$ cat src/verilog/ctx_pkg.sv
package ctx_pkg;
  // Register word indices (printed offsets not all multiples of four)
  localparam logic [7:0] idx_state_status = 8'h01;
  localparam logic [7:0] idx_state_command = 8'h02;
  localparam logic [7:0] idx_tx_control = 8'h04;
  localparam logic [7:0] idx_raw_cfg_a = 8'h0a;
  localparam logic [7:0] idx_raw_cfg_b = 8'h0c;
  localparam logic [7:0] idx_interrupt_mask = 8'h0e;
  localparam logic [7:0] idx_interrupt_status = 8'h0f;
  localparam logic [7:0] idx_test_mode_unlock = 8'h1c;
  localparam logic [7:0] idx_continuous_tx_enable = 8'h36;
  // Block's own registers
  localparam logic [7:0] idx_irq_clear = 8'h40;
  localparam logic [7:0] idx_fb_addr = 8'h41;
  localparam logic [7:0] idx_fb_data = 8'h42;
  localparam logic [7:0] idx_lock_count = 8'h43;
  // Reset values
  localparam logic [7:0] rst_tx_control = 8'h00;
  localparam logic [7:0] rst_raw_cfg_a = 8'h37;
  localparam logic [7:0] rst_raw_cfg_b = 8'h20;
  localparam logic [7:0] rst_unlock = 8'h0b;
  // Command and status codes
  localparam logic [7:0] cmd_tx_start = 8'h02;
  localparam logic [7:0] cmd_radio_off = 8'h03;
  localparam logic [7:0] cmd_pll_on = 8'h09;
  localparam logic [7:0] st_p_on = 8'h00;
  localparam logic [7:0] st_busy_tx = 8'h02;
  localparam logic [7:0] st_radio_off = 8'h08;
  localparam logic [7:0] st_pll_on = 8'h09;
  localparam logic [3:0] ctx_enable_code = 4'hf;
  localparam logic [7:0] unlock_step2 = 8'h54;
  localparam logic [7:0] unlock_step3 = 8'h46;
  localparam logic [7:0] raw_b_code = 8'h03;
  localparam logic [7:0] raw_a_code = 8'h37;
  localparam logic [7:0] byte_zero = 8'h00;
  localparam logic [7:0] byte_ones = 8'hff;
  localparam int irq_lock_bit = 0;
  localparam int irq_tx_start_bit = 1;
  localparam int irq_bits = 2;
  localparam int fb_depth = 128;
  localparam int fb_aw = 7;
  // Synthesizer settle time
  localparam int pll_lock_ns = 1000;
  localparam int clk_period_ns = 25;
  localparam int pll_lock_cycles = (pll_lock_ns + clk_period_ns - 1) / clk_period_ns;
  // Tone selection
  typedef enum logic [1:0] {
    tone_none = 2'h0,
    tone_low = 2'h1,
    tone_high = 2'h2
  } tone_t;
endpackage

$ cat src/verilog/fb_read_if.sv
`timescale 1ns/1ps
interface fb_read_if;
  logic [ctx_pkg::fb_aw-1:0] rd_addr;
  logic [7:0] rd_data;
  modport streamer (output rd_addr, input rd_data);
  modport buffer (input rd_addr, output rd_data);
endinterface

$ cat src/verilog/psdu_streamer.sv
`timescale 1ns/1ps
module psdu_streamer (
  input wire logic pclk,
  input wire logic presetn,
  input wire logic run,
  input wire logic [7:0] frame_len,
  fb_read_if.streamer fb,
  output logic [7:0] tx_byte,
  output logic tx_valid
);
  import ctx_pkg::*;

  logic [fb_aw-1:0] pos;
  wire logic [fb_aw-1:0] last_pos = (frame_len[6:0] == 7'h00) ? 7'h00 : frame_len[6:0];
  wire logic wrap = (pos >= last_pos);

  assign fb.rd_addr = pos;

  // Walk PSDU bytes 1..len, skipping the length byte, then loop
  always_ff @(posedge pclk or negedge presetn) begin
    if (!presetn) begin
      pos <= 7'h01;
      tx_byte <= 8'h00;
      tx_valid <= 1'b0;
    end else if (run) begin
      tx_byte <= fb.rd_data;
      tx_valid <= 1'b1;
      pos <= wrap ? 7'h01 : pos + 7'h01;
    end else begin
      pos <= 7'h01;
      tx_valid <= 1'b0;
    end
  end
endmodule // psdu_streamer

$ cat src/verilog/continuous_tx_test_mode.sv
// The implementer's own choice: the APB slave port.
`timescale 1ns/1ps
// Summary of operation
// - Test mode sends only PSDU bytes from buffer, looping, no sync or PHY header.
// - Tone is centre plus or minus half megahertz, never centre.
// - All PSDU bytes zero gives tone at centre minus half megahertz.
// - All PSDU bytes 0xff gives tone at centre plus half megahertz.
// - Transmit start with synthesizer locked enters busy transmit, continuous.
module continuous_tx_test_mode (
  input wire logic pclk,
  input wire logic presetn,
  input wire logic psel,
  input wire logic penable,
  input wire logic pwrite,
  input wire logic [31:0] paddr,
  input wire logic [31:0] pwdata,
  input wire logic [3:0] pstrb,
  output logic [31:0] prdata,
  output logic pready,
  output logic pslverr,
  output logic irq,
  output logic [7:0] tx_byte,
  output logic tx_valid,
  output ctx_pkg::tone_t tone_sel,
  output logic carrier_on
);
  import ctx_pkg::*;

  typedef enum logic [3:0] {
    s_p_on = 4'b0001,
    s_off = 4'b0010,
    s_pll = 4'b0100,
    s_busy = 4'b1000
  } radio_state_t;

  radio_state_t state;
  radio_state_t next_state;
  logic [7:0] state_command;
  logic [7:0] tx_control;
  logic [7:0] raw_cfg_a;
  logic [7:0] raw_cfg_b;
  logic [7:0] interrupt_mask;
  logic [irq_bits-1:0] interrupt_status;
  logic [7:0] test_mode_unlock;
  logic [3:0] continuous_tx_enable;
  logic [fb_aw-1:0] fb_wptr;
  logic [7:0] fb_mem [fb_depth];
  logic [7:0] lock_cnt;
  logic locked;
  logic step2_seen;
  logic armed;
  logic all_zero;
  logic all_ones;

  fb_read_if fbr ();

  // Bus decode
  wire logic [7:0] idx = paddr[9:2];
  wire logic aligned = (paddr[1:0] == 2'b00) && (paddr[31:10] == 22'h000000);
  wire logic acc = psel && penable;
  wire logic wr = acc && pwrite && pstrb[0];
  wire logic known = aligned && (idx == idx_state_status || idx == idx_state_command ||
    idx == idx_tx_control || idx == idx_raw_cfg_a || idx == idx_raw_cfg_b ||
    idx == idx_interrupt_mask || idx == idx_interrupt_status ||
    idx == idx_test_mode_unlock || idx == idx_continuous_tx_enable ||
    idx == idx_irq_clear || idx == idx_fb_addr || idx == idx_fb_data ||
    idx == idx_lock_count);
  wire logic w_cmd = wr && aligned && idx == idx_state_command;
  wire logic w_fb = wr && aligned && idx == idx_fb_data;
  wire logic w_unl = wr && aligned && idx == idx_test_mode_unlock;
  wire logic w_clr = wr && aligned && idx == idx_irq_clear;
  wire logic [7:0] wbyte = pwdata[7:0];

  assign pready = 1'b1;
  assign pslverr = acc && !known;

  // Mode decode
  wire logic mode_on = armed && continuous_tx_enable == ctx_enable_code;
  wire logic cw_mode = raw_cfg_b == raw_b_code && raw_cfg_a == raw_a_code;
  wire logic lock_evt = state == s_pll && !locked && lock_cnt == 8'(pll_lock_cycles - 1);
  wire logic start_evt = w_cmd && wbyte == cmd_tx_start && state == s_pll && locked;
  wire logic [irq_bits-1:0] evt_vec = {start_evt, lock_evt};

  // Radio state transitions
  always_comb begin
    next_state = state;
    case (state)
      s_p_on: if (w_cmd && wbyte == cmd_radio_off) next_state = s_off;
      s_off: if (w_cmd && wbyte == cmd_pll_on) next_state = s_pll;
      s_pll: begin
        if (start_evt) next_state = s_busy;
        else if (w_cmd && wbyte == cmd_radio_off) next_state = s_off;
      end
      s_busy: begin
        if (!mode_on) next_state = s_pll; // Busy ends, back to PLL on, when mode leaves
        else if (w_cmd && wbyte == cmd_radio_off) next_state = s_off;
      end
      default: next_state = s_p_on;
    endcase
  end

  always_ff @(posedge pclk or negedge presetn) begin
    if (!presetn) state <= s_p_on;
    else state <= next_state;
  end

  // Synthesizer settle counter
  always_ff @(posedge pclk or negedge presetn) begin
    if (!presetn) begin
      lock_cnt <= 8'h00;
      locked <= 1'b0;
    end else if (state != s_pll && state != s_busy) begin
      lock_cnt <= 8'h00;
      locked <= 1'b0;
    end else if (lock_evt) begin
      locked <= 1'b1;
    end else if (!locked) begin
      lock_cnt <= lock_cnt + 8'h01;
    end
  end

  // Plain configuration registers
  always_ff @(posedge pclk or negedge presetn) begin
    if (!presetn) begin
      state_command <= 8'h00;
      tx_control <= rst_tx_control;
      raw_cfg_a <= rst_raw_cfg_a;
      raw_cfg_b <= rst_raw_cfg_b;
      interrupt_mask <= 8'h00;
      continuous_tx_enable <= 4'h0;
    end else if (wr && aligned) begin
      if (idx == idx_state_command) state_command <= wbyte;
      if (idx == idx_tx_control) tx_control <= wbyte;
      if (idx == idx_raw_cfg_a) raw_cfg_a <= wbyte;
      if (idx == idx_raw_cfg_b) raw_cfg_b <= wbyte;
      if (idx == idx_interrupt_mask) interrupt_mask <= wbyte;
      if (idx == idx_continuous_tx_enable) continuous_tx_enable <= wbyte[3:0];
    end
  end

  // Unlock sequence: 0x54 then 0x46 arms; every other write, 0x54 or a repeated 0x46 included, disarms
  always_ff @(posedge pclk or negedge presetn) begin
    if (!presetn) begin
      test_mode_unlock <= rst_unlock;
      step2_seen <= 1'b0;
      armed <= 1'b0;
    end else if (w_unl) begin
      test_mode_unlock <= wbyte;
      step2_seen <= wbyte == unlock_step2;
      armed <= (wbyte == unlock_step3) && step2_seen;
    end
  end

  // Sticky status, set beats clear
  always_ff @(posedge pclk or negedge presetn) begin
    if (!presetn) interrupt_status <= '0;
    else interrupt_status <= (interrupt_status & ~(w_clr ? wbyte[irq_bits-1:0] : '0)) | evt_vec;
  end

  assign irq = |(interrupt_status & interrupt_mask[irq_bits-1:0]);

  // Frame buffer: byte 0 is the length, bytes 1..127 are the PSDU
  always_ff @(posedge pclk or negedge presetn) begin
    if (!presetn) fb_wptr <= 7'h00;
    else if (wr && aligned && idx == idx_fb_addr) fb_wptr <= wbyte[fb_aw-1:0];
    else if (w_fb) fb_wptr <= fb_wptr + 7'h01;
  end

  always_ff @(posedge pclk) begin
    if (w_fb) fb_mem[fb_wptr] <= wbyte;
  end

  assign fbr.rd_data = fb_mem[fbr.rd_addr];

  // Scan PSDU content for tone selection
  always_comb begin
    all_zero = 1'b1;
    all_ones = 1'b1;
    for (int i = 1; i < fb_depth; i++) begin
      if (i <= int'(fb_mem[0][6:0])) begin
        if (fb_mem[i] != byte_zero) all_zero = 1'b0;
        if (fb_mem[i] != byte_ones) all_ones = 1'b0;
      end
    end
  end

  // Tone output, never on centre
  wire logic running = state == s_busy && mode_on;
  always_ff @(posedge pclk or negedge presetn) begin
    if (!presetn) begin
      tone_sel <= tone_none;
      carrier_on <= 1'b0;
    end else begin
      carrier_on <= running;
      if (!running || !cw_mode) tone_sel <= tone_none;
      else if (all_zero) tone_sel <= tone_low;
      else if (all_ones) tone_sel <= tone_high;
      else tone_sel <= tone_none;
    end
  end

  psdu_streamer u_stream (
    .pclk(pclk),
    .presetn(presetn),
    .run(running && !cw_mode),
    .frame_len(fb_mem[0]),
    .fb(fbr.streamer),
    .tx_byte(tx_byte),
    .tx_valid(tx_valid)
  );

  // State status code
  wire logic [7:0] status_code = state == s_off ? st_radio_off :
    state == s_pll ? st_pll_on : state == s_busy ? st_busy_tx : st_p_on;

  // Read mux
  always_ff @(posedge pclk or negedge presetn) begin
    if (!presetn) prdata <= 32'h00000000;
    else if (psel && !penable && !pwrite) begin
      case (idx)
        idx_state_status: prdata <= {24'h000000, status_code};
        idx_state_command: prdata <= {24'h000000, state_command};
        idx_tx_control: prdata <= {24'h000000, tx_control};
        idx_raw_cfg_a: prdata <= {24'h000000, raw_cfg_a};
        idx_raw_cfg_b: prdata <= {24'h000000, raw_cfg_b};
        idx_interrupt_mask: prdata <= {24'h000000, interrupt_mask};
        idx_interrupt_status: prdata <= {30'h00000000, interrupt_status};
        idx_test_mode_unlock: prdata <= {24'h000000, test_mode_unlock};
        idx_continuous_tx_enable: prdata <= {28'h0000000, continuous_tx_enable};
        idx_fb_addr: prdata <= {25'h0000000, fb_wptr};
        idx_lock_count: prdata <= {24'h000000, lock_cnt};
        default: prdata <= 32'h00000000;
      endcase
    end
  end
endmodule // continuous_tx_test_mode

$ cat config.mk
export PLATFORM = sky130hd
export DESIGN_NAME = continuous_tx_test_mode
export DESIGN_NICKNAME = d
export VERILOG_FILES = /design/src/verilog/ctx_pkg.sv /design/src/verilog/fb_read_if.sv /design/src/verilog/psdu_streamer.sv /design/src/verilog/continuous_tx_test_mode.sv
export SDC_FILE = /design/constraint.sdc
export NUM_CORES = 2
export LEC_CHECK = 0
export BUFFER_PORTS_ARGS = -buffer_cell sky130_fd_sc_hd__buf_2
export CORE_MARGIN = 10
export CORE_UTILIZATION = 46
export DETAILED_ROUTE_END_ITERATION = 8
export PLACE_DENSITY_LB_ADDON = 0.3
export RECOVER_POWER = 25
export SETUP_SLACK_MARGIN = 0.1
export SKIP_LAST_GASP = 1
export SYNTH_ARGS = -nofsm -noshare
export SYNTH_HDL_FRONTEND = slang
export SYNTH_SLANG_ARGS = --single-unit
$ cat constraint.sdc
create_clock -name pclk -period 5.4 [get_ports pclk]
set_input_delay 1.08 -clock pclk [delete_from_list [all_inputs] [get_ports pclk]]
set_output_delay 1.08 -clock pclk [all_outputs]
set_load 0.005 [all_outputs]
Word-level counts from Yosys, hierarchy flattened
Memories as Yosys holds them, arrays and structs flattened. A register that Yosys moved wholly into a read port is not among the register bits.
Index checks and enable logic that the tools add are counted.
W data, S select, Z words.
{"block": "totals", "register_bits": 119, "latch_bits": 0, "ramBits": 1024, "mem_bits_ro": 0, "in_bits": 73, "output_inout_bits": 47, "elab_cells": 1034, "mem_count": 1}
{"name": "fb_mem", "depth": 128, "word_bits": 8, "read_ports": 129, "rd_ports_with_merged_regs": 1, "wr": 1, "line_no": "continuous_tx_test_mode.sv:47", "source": "logic [7:0] fb_mem [fb_depth];"}
{"block": "classes", "addsub": 3, "multipliers": 0, "n_div": 0, "magnitude_cmp": 128, "eq_ne": 158, "shifts": 0, "mux": 534, "bitwise": 4, "n_reduce_logical": 187}
{"op": "$ne A8 B8 Y1 const B", "n": 127}
{"op": "$reduce_bool A8 Y1", "n": 127}
{"op": "$mux W1", "n": 513}
{"op": "$le A7 B7 Y1 const A", "n": 64}
{"op": "$le A6 B7 Y1 const A", "n": 32}
{"op": "$le A5 B7 Y1 const A", "n": 16}
{"op": "$pmux W8 S11", "n": 1}
{"op": "$le A4 B7 Y1 const A", "n": 8}
{"op": "$eq A8 B7 Y1 const B", "n": 6}
{"op": "$eq A8 B4 Y1 const B", "n": 5}
{"op": "$mux W7", "n": 5}
{"op": "$eq A8 B2 Y1 const B", "n": 4}
{"op": "$le A3 B7 Y1 const A", "n": 4}
{"op": "$logic_and A1 B1 Y1", "n": 27}
{"op": "$eq A8 B6 Y1 const B", "n": 3}
{"op": "$mux W4", "n": 6}
{"op": "$mux W8", "n": 3}
{"op": "$logic_not A22 Y1", "n": 1}
{"op": "$pmux W4 S4", "n": 1}
{"op": "$add A7 B1 Y7 const B", "n": 2}
{"op": "$le A2 B7 Y1 const A", "n": 2}
{"op": "$reduce_and A2 Y1", "n": 7}
{"op": "$logic_or A1 B1 Y1", "n": 13}
{"op": "$mux W2", "n": 5}
{"op": "other kinds (22)", "n": 32}

Longest topological paths before layout
An unclocked memory read counts as a cell.
{"block": "depth", "word_depth": 259, "mapped_depth": 13, "mapped_depth_nobuf": 10}

Hierarchy
From an unflattened synthesis, not the netlist that was laid out.
{"block": "unflattened", "cells_unflattened": 3239, "hier_area_um2": 51488.1}
{"mod": "continuous_tx_test_mode", "instances": 1, "cells_each": 3167, "area_per_inst_um2": 50663.6, "seq_area_each_um2": 32939.1}
{"mod": "psdu_streamer", "instances": 1, "cells_each": 72, "area_per_inst_um2": 824.5, "seq_area_each_um2": 401.6}

Worst setup path after synthesis
Ideal clock, no wire load.
{"block": "synth_path", "kind": "input-to-reg", "startpoint": "input port paddr[27]", "endpoint": "memory fb_mem[127][0] (enable)", "setup_ns": 0.371, "arrival_time_ns": 3.320, "t_required_ns": 5.029, "setup_slack_ns": 1.709, "stages": 10, "path_buffers": 3, "cell_sequence": "nor4_1 > nand4_1 > nor2_1 > nand4_1 > or3_1 > clkbuf_1 > or3_1 > clkbuf_1 > buf_1 > nor2_1"}
{"block": "synth_via", "elab_chain_len": 6}
{"item": "start, declared", "line_no": "continuous_tx_test_mode.sv:15", "source": "input wire logic [31:0] paddr,"}
{"item": "$logic_not A22 Y1", "line_no": "continuous_tx_test_mode.sv:59", "source": "wire logic aligned = (paddr[1:0] == 2'b00) && (paddr[31:10] == 22'h000000);"}
{"item": "$logic_and A1 B1 Y1", "line_no": "continuous_tx_test_mode.sv:59"}
{"item": "$logic_and A1 B1 Y1 (2 in series)", "line_no": "continuous_tx_test_mode.sv:69", "source": "wire logic w_fb = wr && aligned && idx == idx_fb_data;"}
{"item": "$mux W1", "line_no": "continuous_tx_test_mode.sv:170", "source": "if (w_fb) fb_mem[fb_wptr] <= wbyte;"}
{"item": "$mux W1 (implied by the code)", "line_no": "continuous_tx_test_mode.sv:170"}
{"item": "end, declared", "line_no": "continuous_tx_test_mode.sv:47"}
No other way between the ends.

==> impl_metrics.tcl <==
set metrics [dict create \
    run_status "finished with violations" \
    violations "capacitance limit, slew limit" \
    tightest_slew_ns 3.79 \
    design.final.nets 3543 \
    starting_density_of_the_core_pct 46.4 \
    tritoncts.num_buffers 111 \
    clk_path_buf_depth 3 \
    yosys_warns 0 \
    synth_top_cells_by_area "edfxtp_1 60%, mux4_2 13%, dfrtp_1 4.5%" \
    via_per_inst 7.11 \
    synth_enable_flop_cells 1024 \
    path_class "reg2reg" \
    fin_tns_setup_ns 0 \
    setup_repair_after_global_routing_missed_its_margin "no" \
    achievable_clock_frequency_ghz 0.217 \
    finalClockSkew_ns 0.0378 \
    master_cell_of_the_clock_root_buffer "clkbuf_16" \
    first_pass_grt_wire_length_um 262000 \
    clk_pin_slew_worst_paths_ns 0.07 \
    pins_over_slew_limit 595 \
    numPortBuffers 67 \
    placeableCoreArea_sq_mm 0.111 \
    placement_rows 122 \
    maxCapViolCount 14 \
    holdBufCountCts 0 \
    avgSynthCellArea_sq_um 15.4 \
    dpl-instance-area_sq_mm 0.0539 \
    holdCritPathClass "reg2reg" \
    via_count_of_the_first_global_routing_pass 34100 \
    tritoncts "built" \
    wl_per_cell_um 36.8 \
    postLayoutCellArea_sq_mm 0.0576 \
    pin_count_of_the_biggest_net_entering_global_routing 99 \
    ir_worst_vdd_mv 0.349 \
    die_width_um 354 \
    route.final.wire_length_um 186000 \
    gp_routability_congestion 1.08 \
    synth_most_common_cell "edfxtp_1" \
    route.detailed.drc 0 \
    cts.sink_count 1127 \
    areaGrowthSynthToFinish_pct 12.1 \
    route.vias.total 35900 \
    htree_num_levels 3 \
    powerDensity_mw_per_mm2 309 \
    drive_above_1_share_pct 20.7 \
    drt_iter0_markers 5787 \
    synth.top_cells.by_count "1,024 x edfxtp_1, 288 x mux4_2, 285 x nand4_1" \
    synth_flop_cell "edfxtp_1" \
    critical_path_arrival_ns 5.14 \
    boundaryPins 120 \
    drt_pre_antenna_iters 8 \
    synth.top_cell.area_share_pct 59.9 \
    cp-end-kind "flip-flop" \
    synth_top_area_cell "edfxtp_1" \
    synthesis.area_sq_mm 0.0514 \
    critical_path_required_ns 5.93 \
    max-slew-margin-rel_pct -153 \
    synth_seq_area_share_pct 64.9 \
    post_cts.repair.setup_buffers 0 \
    cts_repair_resize_count 0 \
    power_w 0.0178 \
    drt.antenna.violating_nets 0 \
    synthArstFlopShare_pct 9.14 \
    antenna_found_initial 8 \
    worst_skew_pair_latency_ns 0.73 \
    globalRouteOverflowTotal 0 \
    min_period_ns 4.61 \
    leakage_nw 17.5 \
    floorplan.die_area_sq_mm 0.125 \
    startpoint_type_of_the_worst_setup_path "flip-flop" \
    yosysUniqueCellTypes 88 \
    final_hold_viol_count 0 \
    track_usage_pct 29.0 \
    synth-seq-cells 1127 \
    place.detailed.hpwl_um 136000 \
    vert_die_dim_um 354 \
    post-route-period-util_pct 85.3 \
    setup-violations-final 0 \
    synthesis.instances 3326 \
    highest_fanout_seen_on_the_critical_path 22 \
]
-- cell type report --
cell class / instances / area, sq um
clock inverter: 78 / 846
inverter: 15 / 56.3
multi-input combinational: 2016 / 17200
sequential: 1127 / 33400
antenna: 4 / 10.0
clock buffer: 133 / 2930
tap: 1488 / 1860
timing repair buffer: 189 / 1310
fill: 9138 / 53300
-- state kept, by name, summed over array words and instances, names as in the netlist --
signal	count
armed	1
carrier_on	1
continuous_tx_enable	4
fb_mem	1024
fb_wptr	7
interrupt_mask	8
interrupt_status	2
lock_cnt	8
locked	1
prdata	8
raw_cfg_a	8
raw_cfg_b	8
state	4
state_command	8
step2_seen	1
test_mode_unlock	8
tone_sel	2
tx_control	8
u_stream.fb.rd_addr	7
u_stream.tx_byte	8
u_stream.tx_valid	1
-- worst max-delay path, stage by stage, from the launching register on --
cell and delay [ns]:
edfxtp_1 1.19, clkinv_1 0.74, nand2_1 0.54, a21oi_1 0.12, o2bb2ai_1 0.37, a2111o_1 0.25
or4_1 0.15, nor4_2 0.05, buf_4 0.17, nor4_1 0.82
-- placed cells by master (no fill, tap or decap), types with 19 or more instances in the layout --
cell,count
clkinv_2,24
nor3_1,19
nor2_1,251
o22ai_1,40
a221oi_1,24
mux2_2,58
clkbuf_16,112
nand3_1,26
clkbuf_1,31
a211oi_1,24
a21o_1,23
mux2i_1,36
o221ai_1,34
buf_2,58
nand2_1,114
dfrtp_1,89
or4_1,19
a21oi_1,111
o21ai_0,94
buf_4,103
mux4_2,288
clkinv_1,20
nand4_1,285
edfxtp_1,1024
conb_1,25
nor4_1,271
-- power by group --
group          internal [W]   switching, W  total [W]
clock network       0.00461        0.00340    0.00800
registers           0.00952  0.00000000258    0.00952
logic             0.0000240       0.000229   0.000253
-- layer usage --
metal | share of wire (%) | track usage [%] | vias up
met5 | 0.025 | 0 | -
met4 | 5.6 | 13.9 | 6
met3 | 14 | 8.71 | 453
met2 | 44 | 42.8 | 2862
met1 | 37 | 39.1 | 18200
li1 | - | - | 14400
-- worst paths after layout --
| kind | cells after the start | start | end | slack [ns] |
|---|---|---|---|---|
| max in group asynchronous | 1 | presetn | carrier_on$_DFF_PN0_ | 1.58 |
| min reg2reg | 1 | prdata[2]$_DFFE_PN0P_ | prdata[2]$_DFFE_PN0P_ | 0.48 |
| min in group asynchronous | 1 | presetn | tone_sel[0]$_DFF_PN0_ | 1.66 |
| min | 1 | prdata[2]$_DFFE_PN0P_ | prdata[2]$_DFFE_PN0P_ | 0.48 |
| max | 9 | fb_mem[0][3]$_DFFE_PP_ | tone_sel[1]$_DFF_PN0_ | 0.79 |
| max reg2reg | 9 | fb_mem[0][3]$_DFFE_PP_ | tone_sel[1]$_DFF_PN0_ | 0.79 |
-- cells by family after synthesis --
family                   after synthesis  share of synthesized area (%)
flip-flops                          1127                           64.9
AND/OR/NAND/NOR                     1071                           11.3
AO/OA/AOI/OAI                        511                           6.78
multiplexers                         382                           14.6
buffers and inverters                206                           1.81
XOR/XNOR                              15                          0.256
adder cells (fa/ha/maj)               12                          0.283
other                                  2                         0.0146
-- per-stage QoR --
| stage | worst slack (ns) | hold slack [ns] | instances | util, % |
|---|---|---|---|---|
| 6_report | 0.793 | 0.476 | 5050 | 51.9 |
| 4_1_cts | 1.06 | 0.478 | 5046 | 52.0 |
| 3_3_place_gp | 1.05 | 0.458 | 4835 | 48.6 |
| 3_5_place_dp | 0.988 | 0.461 | 4835 | 48.6 |
| 2_1_floorplan | 1.71 | 0.458 | 3349 | - |
| 5_1_grt | 0.640 | 0.487 | 5046 | 51.9 |
Power figures use the tool's default switching activity.
